## src/tbp_pkg.sv

```systemverilog
// Purpose: shared constants and types for the three-pin port with serial muxing
// Assumes: byte-wide register port, 16-bit addresses
// Notes: power modes arrive as an encoded input from the system controller
package tbp_pkg;
    localparam int NPINS = 3;
    localparam logic [15:0] OFS_LATCH = 16'hFFD5;
    localparam logic [15:0] OFS_DIR = 16'hFFE5;
    localparam logic [2:0] RST_LATCH = 3'h0;
    localparam logic [2:0] RST_DIR = 3'h0;
    localparam logic [7:0] DIR_READ_VAL = 8'hFF;
    localparam logic [7:0] RD_UNMAPPED = 8'h00;
    localparam int PIN_TX = 2;
    localparam int PIN_RX = 1;
    localparam int PIN_CLK = 0;

    typedef enum logic [2:0] {
        PM_ACTIVE,
        PM_SUBACTIVE,
        PM_SLEEP,
        PM_SUBSLEEP,
        PM_WATCH,
        PM_STANDBY
    } tbp_pmode_e;

    // serial-side controls that steer pin ownership
    typedef struct packed {
        logic tx_sel;
        logic rx_on_bit;
        logic clk_src_sel_hi;
        logic clk_src_sel_lo;
        logic sync_sel_bit;
    } tbp_mux_s;

    // serial-side data exchanged with the pins
    typedef struct packed {
        logic txd;
        logic sck_out;
    } tbp_ser_out_s;

    typedef struct packed {
        logic [NPINS-1:0] o;
        logic [NPINS-1:0] oe;
    } tbp_pin_drv_s;
endpackage : tbp_pkg

```

## src/tbp_port.sv

```systemverilog
// Function
// - three bidirectional pins 0..2, each usable as general input or output
// - latch holds bits 2..0; bits 7..3 read zero, ignore writes
// - direction 1: latch read returns stored latch bit
// - direction 0: latch read returns sampled pin level
// - direction 1 drives latch value out; 0 makes pin an input
// - direction and latch act only while serial function is deselected
// - direction register is write-only and reads all ones
// - reset clears latch and direction; all pins start as inputs
// - transmit select makes pin 2 serial transmit output
// - receive enable makes pin 1 serial receive input
// - pin 0: general, clock output, or clock input by clock selects
// - high-z in reset/standby, hold in sleep modes, normal when active
//
// Purpose: three-pin general I/O port with serial transmit/receive/clock muxing
// Assumes: register port with read data one cycle after the read strobe
// Notes: pin outputs are registered, so pins follow register writes one cycle later
`timescale 1ns/1ps
module tbp_port
    import tbp_pkg::*;
(
    input wire logic core_clk,
    input wire logic rst,
    input wire logic [15:0] reg_addr,
    input wire logic [7:0] reg_wdata,
    input wire logic reg_wr,
    input wire logic reg_rd,
    output logic [7:0] reg_rdata,
    input wire tbp_mux_s mux_ctl,
    input wire tbp_ser_out_s ser_out,
    input wire tbp_pmode_e pmode,
    input wire logic [NPINS-1:0] pin_i,
    output logic [NPINS-1:0] pin_o,
    output logic [NPINS-1:0] pin_oe,
    output logic ser_rxd,
    output logic ser_sck_in
);
    logic [2:0] latch_q;
    logic [2:0] dir_q;
    logic [NPINS-1:0] pin_sync;
    logic [NPINS-1:0] pin_held_q;
    logic [NPINS-1:0] alt_sel;
    logic [7:0] rdata_d;
    logic sck_out_mode;
    logic sck_in_mode;
    logic hold_mode;
    logic hiz_mode;
    tbp_pin_drv_s drv_d;

    genvar gi;
    generate
        for (gi = 0; gi < NPINS; gi++) begin : g_sync
            tbp_sync3 u_sync (
                .core_clk(core_clk),
                .rst(rst),
                .din(pin_i[gi]),
                .dout(pin_sync[gi])
            );
        end
    endgenerate

    always_ff @(posedge core_clk or posedge rst) begin
        if (rst) begin
            latch_q <= RST_LATCH;
        end else if (reg_wr && reg_addr == OFS_LATCH) begin
            latch_q <= reg_wdata[2:0];
        end
    end

    always_ff @(posedge core_clk or posedge rst) begin
        if (rst) begin
            dir_q <= RST_DIR;
        end else if (reg_wr && reg_addr == OFS_DIR) begin
            dir_q <= reg_wdata[2:0];
        end
    end

    always_comb begin
        sck_in_mode = mux_ctl.clk_src_sel_hi;
        sck_out_mode = !mux_ctl.clk_src_sel_hi
            && (mux_ctl.clk_src_sel_lo || mux_ctl.sync_sel_bit);
    end

    always_comb begin
        alt_sel = '0;
        alt_sel[PIN_TX] = mux_ctl.tx_sel;
        alt_sel[PIN_RX] = mux_ctl.rx_on_bit;
        alt_sel[PIN_CLK] = sck_in_mode || sck_out_mode;
    end

    always_comb begin
        hold_mode = (pmode == PM_SLEEP) || (pmode == PM_SUBSLEEP) || (pmode == PM_WATCH);
        hiz_mode = (pmode == PM_STANDBY);
    end

    always_comb begin
        drv_d.o = latch_q;
        drv_d.oe = dir_q;
        if (mux_ctl.tx_sel) begin
            drv_d.o[PIN_TX] = ser_out.txd;
            drv_d.oe[PIN_TX] = 1'b1;
        end
        if (mux_ctl.rx_on_bit) begin
            drv_d.o[PIN_RX] = 1'b0;
            drv_d.oe[PIN_RX] = 1'b0;
        end
        if (sck_in_mode) begin
            drv_d.o[PIN_CLK] = 1'b0;
            drv_d.oe[PIN_CLK] = 1'b0;
        end else if (sck_out_mode) begin
            drv_d.o[PIN_CLK] = ser_out.sck_out;
            drv_d.oe[PIN_CLK] = 1'b1;
        end
    end

    // pin state per power mode; reset also floats pins
    always_ff @(posedge core_clk or posedge rst) begin
        if (rst) begin
            pin_o <= '0;
            pin_oe <= '0;
        end else if (hiz_mode) begin
            pin_o <= '0;
            pin_oe <= '0;
        end else if (!hold_mode) begin
            pin_o <= drv_d.o;
            pin_oe <= drv_d.oe;
        end
    end

    always_ff @(posedge core_clk or posedge rst) begin
        if (rst) begin
            pin_held_q <= '0;
        end else if (!hold_mode) begin
            pin_held_q <= pin_sync;
        end
    end

    // receive and clock inputs to the serial block
    always_ff @(posedge core_clk or posedge rst) begin
        if (rst) begin
            ser_rxd <= 1'b1;
            ser_sck_in <= 1'b0;
        end else begin
            ser_rxd <= mux_ctl.rx_on_bit ? pin_held_q[PIN_RX] : 1'b1;
            ser_sck_in <= sck_in_mode ? pin_held_q[PIN_CLK] : 1'b0;
        end
    end

    always_comb begin
        rdata_d = RD_UNMAPPED;
        if (reg_addr == OFS_LATCH) begin
            rdata_d = {5'h00, (dir_q & latch_q) | (~dir_q & pin_held_q)};
        end else if (reg_addr == OFS_DIR) begin
            rdata_d = DIR_READ_VAL;
        end
    end

    always_ff @(posedge core_clk or posedge rst) begin
        if (rst) begin
            reg_rdata <= 8'h00;
        end else if (reg_rd) begin
            reg_rdata <= rdata_d;
        end else begin
            reg_rdata <= 8'h00;
        end
    end

    a_dir_reads_ones: assert property (@(posedge core_clk) disable iff (rst)
        reg_rd && reg_addr == OFS_DIR |=> reg_rdata == 8'hFF)
        else $error("direction read not all ones");

    a_latch_upper_zero: assert property (@(posedge core_clk) disable iff (rst)
        reg_rd && reg_addr == OFS_LATCH |=> reg_rdata[7:3] == 5'h00)
        else $error("latch upper bits not zero");

    a_out_reads_latch: assert property (@(posedge core_clk) disable iff (rst)
        reg_rd && reg_addr == OFS_LATCH && dir_q[0] |=> reg_rdata[0] == $past(latch_q[0]))
        else $error("output pin read not latch");

    a_in_reads_pin: assert property (@(posedge core_clk) disable iff (rst)
        reg_rd && reg_addr == OFS_LATCH && !dir_q[2]
        |=> reg_rdata[2] == $past(pin_held_q[2]))
        else $error("input pin read not pin level");

    a_gpio_drive: assert property (@(posedge core_clk) disable iff (rst)
        pmode == PM_ACTIVE && !mux_ctl.rx_on_bit
        |=> pin_oe[1] == $past(dir_q[1]) && (!pin_oe[1] || pin_o[1] == $past(latch_q[1])))
        else $error("general pin drive wrong");

    a_tx_owns_pin: assert property (@(posedge core_clk) disable iff (rst)
        pmode == PM_ACTIVE && mux_ctl.tx_sel
        |=> pin_oe[2] && pin_o[2] == $past(ser_out.txd))
        else $error("transmit pin not driven");

    a_rx_input: assert property (@(posedge core_clk) disable iff (rst)
        pmode == PM_ACTIVE && mux_ctl.rx_on_bit |=> !pin_oe[1])
        else $error("receive pin driven");

    a_sck_modes: assert property (@(posedge core_clk) disable iff (rst)
        pmode == PM_ACTIVE && mux_ctl.clk_src_sel_hi |=> !pin_oe[0])
        else $error("clock input pin driven");

    a_sck_out: assert property (@(posedge core_clk) disable iff (rst)
        pmode == PM_ACTIVE && !mux_ctl.clk_src_sel_hi && mux_ctl.sync_sel_bit
        |=> pin_oe[0] && pin_o[0] == $past(ser_out.sck_out))
        else $error("clock output pin not driven");

    a_standby_hiz: assert property (@(posedge core_clk) disable iff (rst)
        pmode == PM_STANDBY |=> pin_oe == 3'h0)
        else $error("pins driven in standby");

    a_sleep_hold: assert property (@(posedge core_clk) disable iff (rst)
        pmode == PM_SLEEP |=> $stable(pin_oe) && $stable(pin_o))
        else $error("pins changed in sleep");

    a_latch_write: assert property (@(posedge core_clk) disable iff (rst)
        reg_wr && reg_addr == OFS_LATCH |=> latch_q == $past(reg_wdata[2:0]))
        else $error("latch write lost");

    a_dir_write: assert property (@(posedge core_clk) disable iff (rst)
        reg_wr && reg_addr == OFS_DIR |=> dir_q == $past(reg_wdata[2:0]))
        else $error("direction write lost");

    // other addresses leave the latch alone
    a_latch_kept: assert property (@(posedge core_clk) disable iff (rst)
        reg_wr && reg_addr != OFS_LATCH |=> $stable(latch_q))
        else $error("latch changed by foreign write");

    // other addresses leave the direction alone
    a_dir_kept: assert property (@(posedge core_clk) disable iff (rst)
        reg_wr && reg_addr != OFS_DIR |=> $stable(dir_q))
        else $error("direction changed by foreign write");

    // read data returns to zero once the read strobe drops
    a_rdata_idle: assert property (@(posedge core_clk) disable iff (rst)
        !reg_rd |=> reg_rdata == 8'h00)
        else $error("read data not idle");

    // unmapped reads return the idle value
    a_unmapped_read: assert property (@(posedge core_clk) disable iff (rst)
        reg_rd && reg_addr != OFS_LATCH && reg_addr != OFS_DIR
        |=> reg_rdata == RD_UNMAPPED)
        else $error("unmapped read not idle value");

    a_out_reads_hi: assert property (@(posedge core_clk) disable iff (rst)
        reg_rd && reg_addr == OFS_LATCH && dir_q[2] |=> reg_rdata[2] == $past(latch_q[2]))
        else $error("output pin two read not latch");

    a_out_reads_mid: assert property (@(posedge core_clk) disable iff (rst)
        reg_rd && reg_addr == OFS_LATCH && dir_q[1] |=> reg_rdata[1] == $past(latch_q[1]))
        else $error("output pin one read not latch");

    // input bit 0 reads pin level
    a_in_reads_lo: assert property (@(posedge core_clk) disable iff (rst)
        reg_rd && reg_addr == OFS_LATCH && !dir_q[0]
        |=> reg_rdata[0] == $past(pin_held_q[0]))
        else $error("input pin zero read not pin level");

    // input bit 1 reads pin level
    a_in_reads_mid: assert property (@(posedge core_clk) disable iff (rst)
        reg_rd && reg_addr == OFS_LATCH && !dir_q[1]
        |=> reg_rdata[1] == $past(pin_held_q[1]))
        else $error("input pin one read not pin level");

    // pin 2 is general when transmit is off
    a_tx_gpio: assert property (@(posedge core_clk) disable iff (rst)
        pmode == PM_ACTIVE && !mux_ctl.tx_sel
        |=> pin_oe[2] == $past(dir_q[2]) && (!pin_oe[2] || pin_o[2] == $past(latch_q[2])))
        else $error("pin two general drive wrong");

    // receive line idles high when disabled
    a_rx_idle: assert property (@(posedge core_clk) disable iff (rst)
        !mux_ctl.rx_on_bit |=> ser_rxd)
        else $error("receive line not idle high");

    a_rx_follow: assert property (@(posedge core_clk) disable iff (rst)
        mux_ctl.rx_on_bit |=> ser_rxd == $past(pin_held_q[PIN_RX]))
        else $error("receive line not pin level");

    a_sck_in_follow: assert property (@(posedge core_clk) disable iff (rst)
        mux_ctl.clk_src_sel_hi |=> ser_sck_in == $past(pin_held_q[PIN_CLK]))
        else $error("clock input not pin level");

    a_sck_in_idle: assert property (@(posedge core_clk) disable iff (rst)
        !mux_ctl.clk_src_sel_hi |=> !ser_sck_in)
        else $error("clock input not quiet");

    // low select alone also drives the clock out
    a_sck_out_lo: assert property (@(posedge core_clk) disable iff (rst)
        pmode == PM_ACTIVE && !mux_ctl.clk_src_sel_hi && mux_ctl.clk_src_sel_lo
        |=> pin_oe[0] && pin_o[0] == $past(ser_out.sck_out))
        else $error("clock output by low select not driven");

    // no clock select leaves pin 0 general
    a_clk_pin_gpio: assert property (@(posedge core_clk) disable iff (rst)
        pmode == PM_ACTIVE && !mux_ctl.clk_src_sel_hi && !mux_ctl.clk_src_sel_lo
        && !mux_ctl.sync_sel_bit |=> pin_oe[0] == $past(dir_q[0]))
        else $error("pin zero general direction wrong");

    a_subactive_drive: assert property (@(posedge core_clk) disable iff (rst)
        pmode == PM_SUBACTIVE && !alt_sel[PIN_RX] |=> pin_oe[1] == $past(dir_q[1]))
        else $error("subactive pin drive wrong");

    // deeper holding modes keep pins too
    a_deep_hold: assert property (@(posedge core_clk) disable iff (rst)
        pmode == PM_SUBSLEEP || pmode == PM_WATCH
        |=> $stable(pin_oe) && $stable(pin_o))
        else $error("pins changed while holding");

    // sampled inputs frozen while holding, so readback stays put
    a_held_frozen: assert property (@(posedge core_clk) disable iff (rst)
        hold_mode |=> $stable(pin_held_q))
        else $error("held inputs changed");
endmodule : tbp_port

```

## src/tbp_sync3.sv

```systemverilog
// Purpose: three-stage input synchroniser for the port pins
// Assumes: single clock, async active-high reset
// Notes: a change is accepted only when stages two and three agree
`timescale 1ns/1ps
module tbp_sync3 (
    input wire logic core_clk,
    input wire logic rst,
    input wire logic din,
    output logic dout
);
    logic s1_q;
    logic s2_q;
    logic s3_q;

    always_ff @(posedge core_clk or posedge rst) begin
        if (rst) begin
            s1_q <= 1'b0;
            s2_q <= 1'b0;
            s3_q <= 1'b0;
            dout <= 1'b0;
        end else begin
            s1_q <= din;
            s2_q <= s1_q;
            s3_q <= s2_q;
            if (s2_q == s3_q) begin
                dout <= s3_q;
            end
        end
    end
endmodule : tbp_sync3
```

## config.mk

```make
export PLATFORM = sky130hd
export DESIGN_NAME = tbp_port
export DESIGN_NICKNAME = d
export VERILOG_FILES = /design/src/tbp_pkg.sv /design/src/tbp_port.sv /design/src/tbp_sync3.sv
export SDC_FILE = /design/constraint.sdc
export NUM_CORES = 1
export LEC_CHECK = 0
export ABC_CLOCK_PERIOD_IN_PS = 1900
export BUFFER_PORTS_ARGS = -buffer_cell sky130_fd_sc_hd__buf_2
export CELL_PAD_IN_SITES_DETAIL_PLACEMENT = 0
export CELL_PAD_IN_SITES_GLOBAL_PLACEMENT = 1
export CORE_MARGIN = 3
export CORE_UTILIZATION = 38
export CTS_CLUSTER_DIAMETER = 200
export CTS_CLUSTER_SIZE = 10
export DETAILED_ROUTE_END_ITERATION = 12
export PLACE_DENSITY_LB_ADDON = 0.1
export RECOVER_POWER = 50
export SKIP_LAST_GASP = 1
export SLEW_MARGIN = 20
export SYNTH_ARGS = -nofsm -noshare
export SYNTH_HDL_FRONTEND = slang
export SYNTH_SLANG_ARGS = --single-unit
```

## constraint.sdc

```tcl
create_clock -name core_clk -period 1.9 [get_ports core_clk]
set_input_delay 0.19 -clock core_clk [delete_from_list [all_inputs] [get_ports core_clk]]
set_output_delay 0.19 -clock core_clk [all_outputs]
set_load 0.01 [all_outputs]
```

## Word level (Yosys, flattened, before mapping)

Index checks and enable logic that the tools add are counted.

| word-level totals | value |
|---|---|
| logic and storage cells | 58 |
| input bits | 41 |
| bits in registers | 37 |

| operators by class | value |
|---|---|
| muxes and demuxes | 17 |
| equality and inequality tests | 10 |
| reduce and logical (&&, ||, !) cells | 7 |
| bitwise logic cells | 4 |

Operator list:

| operator | number |
|---|---|
| == test 16 bit (second input constant) | 2 |
| 2-to-1 mux 8 bit | 3 |
| 2-to-1 mux 3 bit | 4 |
| 2-to-1 mux 1 bit | 10 |
| bitwise AND 3 bit | 2 |
| == test 3 x 2 -> 1 bit (second input constant) | 2 |
| == test 3 bit (second input constant) | 2 |
| == test 1 bit | 3 |
| logical AND 1 bit | 3 |
| logical OR 1 bit | 3 |
| NOT 3 bit | 1 |
| OR 3 bit | 1 |
| inequality test 2 x 1 -> 1 bit (second input constant) | 1 |
| logical NOT 1 bit | 1 |

## Depth between registers and ports, before layout

Gate-level depths: netlist of run 1.

| logic depth | value |
|---|---|
| word-level depth | 6 |
| gate-level depth with buffers | 4 |

## Modules after synthesis

From an unflattened synthesis of run 1, not the netlist that was laid out.

| second synthesis, totals | value |
|---|---|
| cells, all modules | 99 |
| area, all modules | 1,352.5 um2 |

Modules (own cells, without submodules):

| module | cells each | area an instance (um2) | instances |
|---|---|---|---|
| tbp_port | 81 | 1,007.2 | 1 |
| tbp_sync3 | 6 | 115.1 | 3 |

## Worst setup path after synthesis of run 1

OpenSTA, ideal clock, no wires.

| timing | value |
|---|---|
| path kind | input to register |
| from | input port reg_addr[3] |
| to | register dir_q[0] |
| cell stages on the path | 4 |
| path buffers | 0 |
| arrival | 977 ps |
| setup slack | 798 ps |
| cells stage by stage | nand4b_1 nor2_1 nand4_1 mux2_2 |

| between the ends | value |
|---|---|
| longest elaborated chain between the ends | 2 |

RTL lines:

| what | RTL line | RTL |
|---|---|---|
| from (decl) | tbp_port.sv:24 | `input wire logic [15:0] reg_addr,` |
| == test 16 bit | tbp_port.sv:73 | `end else if (reg_wr && reg_addr == OFS_DIR) begin` |
| logical AND 1 bit | tbp_port.sv:73 |  |
| to (signal assigned) | tbp_port.sv:74 | `dir_q <= reg_wdata[2:0];` |
| to (decl) | tbp_port.sv:39 | `logic [2:0] dir_q;` |

No other way between the ends.
A chain may end at the register's enable or synchronous reset.

## Worst setup path in the final report of run 1

| timing | value |
|---|---|
| from | input port pmode[2] |
| to | register pin_held_q[0] |

| between the ends | value |
|---|---|
| longest elaborated chain between the ends | 3 |

RTL lines:

| what | RTL line | RTL |
|---|---|---|
| from (decl) | tbp_port.sv:31 | `input wire tbp_pmode_e pmode,` |
| == test 3 x 2 -> 1 bit | tbp_port.sv:92 | `hold_mode = (pmode == PM_SLEEP) \|\| (pmode == PM_SUBSLEEP) \|\| (pmode == PM_WATCH);` |
| logical OR 1 bit | tbp_port.sv:92 |  |
| logical OR 1 bit (*) | tbp_port.sv:92 |  |
| to (signal assigned) | tbp_port.sv:134 | `pin_held_q <= pin_sync;` |
| to (decl) | tbp_port.sv:41 | `logic [NPINS-1:0] pin_held_q;` |

Mark *: on every way between the ends. The rest lies on a longest branch, timed or not.

==> results of run 1 <==
-- layer usage --
layer | track usage | part of all wire | up-vias | wire [um]
met2 | 0.228 | 0.48 | 32 | 1190
li1 | - | - | 457 | -
met3 | 0.0572 | 0.074 | 5 | 183
met4 | 0.0475 | 0.019 | 0 | 46
met5 | 0 | 0 | - | 0
met1 | 0.161 | 0.43 | 428 | 1070
-- layout make-up --
cell class	instances	area, um^2
clock inverter	3	22.5
timing repair buffer	57	309
clock buffer	5	37.5
inverter	1	3.75
fill	293	1470
sequential	33	827
tap	44	55.1
multi-input combinational	58	427
-- kinds of logic after synthesis --
family                   Yosys count  share of synthesized area
AND/OR/NAND/NOR                   28                      0.112
adder cells (fa/ha/maj)            3                     0.0231
AO/OA/AOI/OAI                     12                     0.0751
buffers and inverters              5                     0.0260
XOR/XNOR                           1                    0.00674
flip-flops                        33                      0.637
multiplexers                      14                      0.120
-- cells in the final DEF, fill, tap and decap left out, types with 3 or more instances in the layout --
master / synthesis / routed
mux2_2: 13 / 13
nand2_1: 3 / 3
dlygate4sd3_1: 0 / 5
buf_2: 0 / 50
nor2_1: 11 / 11
clkinvlp_4: 0 / 3
maj3_1: 3 / 3
a21oi_1: 4 / 5
a22o_2: 4 / 4
nand4_1: 3 / 3
dfrtp_1: 32 / 32
clkbuf_4: 0 / 5
-- final timing paths --
| kind | start | end | slack (ns) | cells after the start |
|---|---|---|---|---|
| setup / recovery | pmode[2] | pin_held_q[0]$_DFFE_PP0N_ | 0.53 | 5 |
| hold / removal | mux_ctl[2] | ser_sck_in$_DFF_PP0_ | 0.09 | 2 |
| setup reg to reg | dir_q[0]$_DFFE_PP0P_ | pin_oe[0]$_DFFE_PP0P_ | 0.79 | 2 |
| hold reg to reg | g_sync[0].u_sync.s1_q$_DFF_PP0_ | g_sync[0].u_sync.s2_q$_DFF_PP0_ | 0.36 | 0 |
| max in group asynchronous | rst | pin_oe[1]$_DFFE_PP0P_ | 0.78 | 4 |
| min in group asynchronous | rst | g_sync[1].u_sync.s1_q$_DFF_PP0_ | 0.63 | 4 |
-- synth_stat cells (2+ instances only) --
master and instances:
buf_4 4, mux2_2 13, nand4b_1 2, dfrtp_1 32
a21oi_1 4, nor2_1 11, nand2_1 3, maj3_1 3
nand4_1 3, nor2b_1 2, a22o_2 4
-- flip-flops by register name (all words and copies together), names as in the netlist --
name and cells:
dir_q 3, g_sync.u_sync.dout 3, g_sync.u_sync.s1_q 3, g_sync.u_sync.s2_q 3, g_sync.u_sync.s3_q 3, latch_q 3
pin_held_q 3, pin_o 3, pin_oe 3, reg_rdata 4, ser_rxd 1, ser_sck_in 1
-- power breakdown --
group	switching (mW)	internal [mW]
combinational	0.0723	0.0850
clock	0.248	0.143
sequential	0.0214	0.745
total	0.342	0.973
-- metrics by stage --
| step | setup slack [ns] | utilization |
|---|---|---|
| after global placement | 0.579 | 0.503 |
| after global routing | 0.375 | 0.533 |
| after detailed placement | 0.549 | 0.503 |
| after floorplan | 0.798 | - |
| after CTS | 0.723 | 0.538 |
| final | 0.535 | 0.533 |
-- critical path: cells and delay by family --
kind,cells,cell delay [ns]
AOI/OAI and AO/OA,1,0.56
muxes,1,0.41
and+or+nand+nor,2,0.23
buffers and inverters,1,0.19
-- what timing repair did --
item | in CTS | in global routing
hold buffers | 5 | 0
endpoints found under the hold margin | 36 | 0
buffers inserted | 0 | 0
==> flow_summary.ini, run 1 <==
[yosys]
syn_area_per_cell_um2 = 13.5
synth_edf_count = 0
synth_seq_cells = 33
async_flop_share = 1.00
yosys.area.top_type = dfrtp_1
synthCells = 96
yosysSeqAreaShare = 0.637
synth_cell_type_count = 26
synth_ff_type = dfrtp_1
synth_top_cell_area_share = 0.617
synth.area.top_cells = dfrtp_1 62%, mux2_2 11%, nor2_1 3.2%, a22o_2 3.1%, maj3_1 2.3%
syn_nets = 137
netlist_area_um2 = 1300
yosysWarningCount = 0

[clock_network]
cts_buffers = 5
h-tree-depth = 2
clkSinkCount = 33
clockBufferDepth = 2
clockRootBuffer = clkbuf_4
cts_tree = built
clk_pin_slew_ns = 0.10
post_cts_resized = 0
insertion_delay_ns = 0.33

[placement]
place_area_um2 = 1590
portBuffers = 51
gp_congestion = 0.722
dp_cells = 188
dp_hpwl_um = 1940

[setup_path]
cp_slowest_stage_delay_ns = 0.56
crit_path_end_kind = flop
cp_slowest_cell = a21oi_1
path_class = input pin to flop
arrival_ns = 1.59
cp-start-kind = input pin
required_ns = 2.12
cp_cell_sequence = clkbuf_1, and2b_1, nor2_2, a21oi_1, mux2_2
path_max_fanout = 8

[timing]
worst_pin_slew_ns = 0.779
setup_viol = 0
min_period_over_period = 0.719
holdWs_ns = 0.0880
fin_setup_tns_ns = 0
fin_crit_ns = 1.37
slew_headroom = 0.481
hold_violations = 0
skew_ns = 0.00828
fmax_ghz = 0.732
rsz0062_at_grt = false
drv_slew = 0

[layout]
nets = 197
finalInstanceArea_um2 = 1680
syn2layout_area_growth_pct = 29.5
layout-drive-gt1-share = 0.497
antenna_cells = 0
final_cell_count_no_fill = 201

[run]
cap_violations = 0

[floorplan]
top_level_ports = 57
die_width_um = 64.5
die_h_um = 64.5
row_count = 20
die_area_um2 = 4160
fp.coreArea_um2 = 3150
start_util = 0.412

[route]
dr.pass1.iters = 2
vias_per_cell = 4.59
wirelength_um = 2480
wire_per_inst_um = 12.4
drtIter0Drc = 16
antenna_left = 0
remaining_drc_errors = 0
via_count = 922

[outcome]
status = complete, no violations

[grt]
grt_overflow_total = 0
grt_util_all_layers = 0.138
antenna_found_initial = 0
grt_pass1_wl_um = 4330
grt_pass1_vias = 973
grt_max_degree = 34

[power_and_ir_drop]
power.density_nw_per_um2 = 782
ir_drop_uv = 546
power.total_mw = 1.31
leakagePower_nw = 0.844

[hold_path]
hp-class = input pin to flop
Power figures use the tool's default switching activity.
==> run 2, diff against run 1 <==
Settings changed: ABC_CLOCK_PERIOD_IN_PS 1900 to 1200, CORE_UTILIZATION 38 to 32.
Clock period 1.9 ns to 1.2 ns, I/O delays scaled along.
==> run 2 against run 1 <==
Core utilization is 6.8 points lower. Wire length is 9.3% higher. Via count is 2.3% higher. Sequential power is 58% higher. Total power is 74% higher. Global-route usage is 1.1 points lower. Cell area is 5.1% higher. First-iteration DRC count is 38% higher. Critical path depth is 3 lower. Largest cell class unchanged.
==> flow_summary.ini, run 2 (same netlist as run 1, synthesis figures left out) <==
[outcome]
status = complete, no violations

[layout]
final_cell_count_no_fill = 208
layout-drive-gt1-share = 0.525
largest-register = reg_rdata
multiInputGateArea_um2 = 447
final_common_cell = buf_2
nets = 201
syn2layout_area_growth_pct = 36.0
final_cell_mix = 51 x buf_2, 32 x dfrtp_1, 13 x mux2_2
finalInstanceArea_um2 = 1770
largest_reg_flops = 4
ff_latch_area_um2 = 827
antenna_cells = 0
fillers = 366

[timing]
setup_viol = 0
fin_crit_ns = 1.11
hold_violations = 0
worst_pin_slew_ns = 0.444
skew_ns = 0.00236
fmax_ghz = 0.899
fin_setup_tns_ns = 0
min_period_over_period = 0.927
slew_headroom = 0.704
holdWs_ns = 0.0756
drv_slew = 0
rsz0062_at_grt = false

[floorplan]
start_util = 0.342
fp.coreArea_um2 = 3800
row_count = 22
die_width_um = 69.7
die_h_um = 69.7
top_level_ports = 57
die_area_um2 = 4860

[route]
wirelength_um = 2720
vias_per_cell = 4.53
wire_per_inst_um = 13.1
remaining_drc_errors = 0
via_count = 943
drtIter0Drc = 22
antenna_left = 0
dr.pass1.iters = 4

[grt]
antenna_found_initial = 0
grt_pass1_wl_um = 4770
grt_pass1_vias = 1038
grt_util_all_layers = 0.127
grt_overflow_total = 0
grt_max_degree = 34

[setup_path]
cp_slowest_stage_delay_ns = 0.40
cp_cell_sequence = or3_1, a22o_2
reg2reg_from = dir_q[0]$_DFFE_PP0P_
path_class = flop to flop
cp-start-kind = flop
cp_slowest_cell = dfrtp_1
arrival_ns = 1.28
required_ns = 1.36
crit_path_end_kind = flop
startpoint = dir_q[0]$_DFFE_PP0P_
cp_num_buf_inv = 0
path_max_fanout = 3
crit_family = flip-flops

[run]
cap_violations = 0

[clock_network]
h-tree-depth = 2
insertion_delay_ns = 0.27
cts_buffers = 5
clockRootBuffer = clkbuf_8
cts_tree = built
clockBufferDepth = 2
clk_pin_slew_ns = 0.06
post_cts_buffers = 0
clkSinkCount = 33

[placement]
gp_congestion = 0.684
portBuffers = 51
place_area_um2 = 1620
dp_cells = 196
dp_hpwl_um = 2120

[power_and_ir_drop]
leakagePower_nw = 0.889
pwr-share-comb = 0.118
power.total_mw = 2.29
power.density_nw_per_um2 = 1300
p_sw_mw = 0.507
p_clk_frac = 0.352
ir_drop_uv = 814
p_int_mw = 1.78
p_sw_frac = 0.221
seq_power_share = 0.530

[hold_path]
min-delay-start = mux_ctl[2]
hp-class = input pin to flop
[run 2: worst reg2reg max path, cell delays in order (launching register included)]
cell and delay [ns]:
dfrtp_1 0.40, or3_1 0.37, a22o_2 0.23
[run 2: what timing repair did]
item / CTS / global route
setup endpoints to repair: 0 / 1
hold buffers: 5 / 0
endpoints found under the hold margin: 36 / 0
gates resized for setup: 0 / 2
[run 2: area by class of cell]
| class | count | share of cell area |
|---|---|---|
| Clock buffer | 7 | 0.0489 |
| Inverter | 1 | 0.00212 |
| Multi-Input combinational cell | 58 | 0.253 |
| Sequential cell | 33 | 0.468 |
| Tap cell | 48 | 0.0340 |
| Timing Repair Buffer | 61 | 0.194 |
[run 2: power by group through the flow]
| stage | clock [mW] | sequential (mW) | combinational [mW] |
|---|---|---|---|
| global route | 0.899 | 1.22 | 0.306 |
| floorplan | 0 | 1.24 | 0.120 |
| CTS | 0.839 | 1.22 | 0.275 |
| finish | 0.807 | 1.21 | 0.270 |
| detailed placement | 0 | 1.24 | 0.262 |
| global placement | 0 | 1.23 | 0.253 |
[run 2: routing by layer]
metal	GRT usage	up-vias	wire (um)
li1	-	462	-
met1	0.145	448	1140
met2	0.209	29	1360
met3	0.0565	4	182
met4	0.0489	0	33
met5	0	-	0
[run 2: worst paths after layout]
path / depth (start not counted) / slack [ns] / endpoint
worst max-delay path: 2 / 0.09 / pin_oe[0]$_DFFE_PP0P_
worst min-delay path: 2 / 0.08 / ser_sck_in$_DFF_PP0_
worst max register to register: 2 / 0.09 / pin_oe[0]$_DFFE_PP0P_
max in group asynchronous: 4 / 0.36 / ser_rxd$_DFF_PP1_
worst min register to register: 0 / 0.35 / g_sync[1].u_sync.s2_q$_DFF_PP0_
min in group asynchronous: 4 / 0.49 / g_sync[1].u_sync.s1_q$_DFF_PP0_
[run 2: stage by stage]
stage                     setup WS [ns]  utilization
after global routing             0.0226        0.465
final                            0.0875        0.465
after floorplan                   0.146            -
after detailed placement        -0.0891        0.427
after global placement          -0.0827        0.427
after CTS                        0.0634        0.463
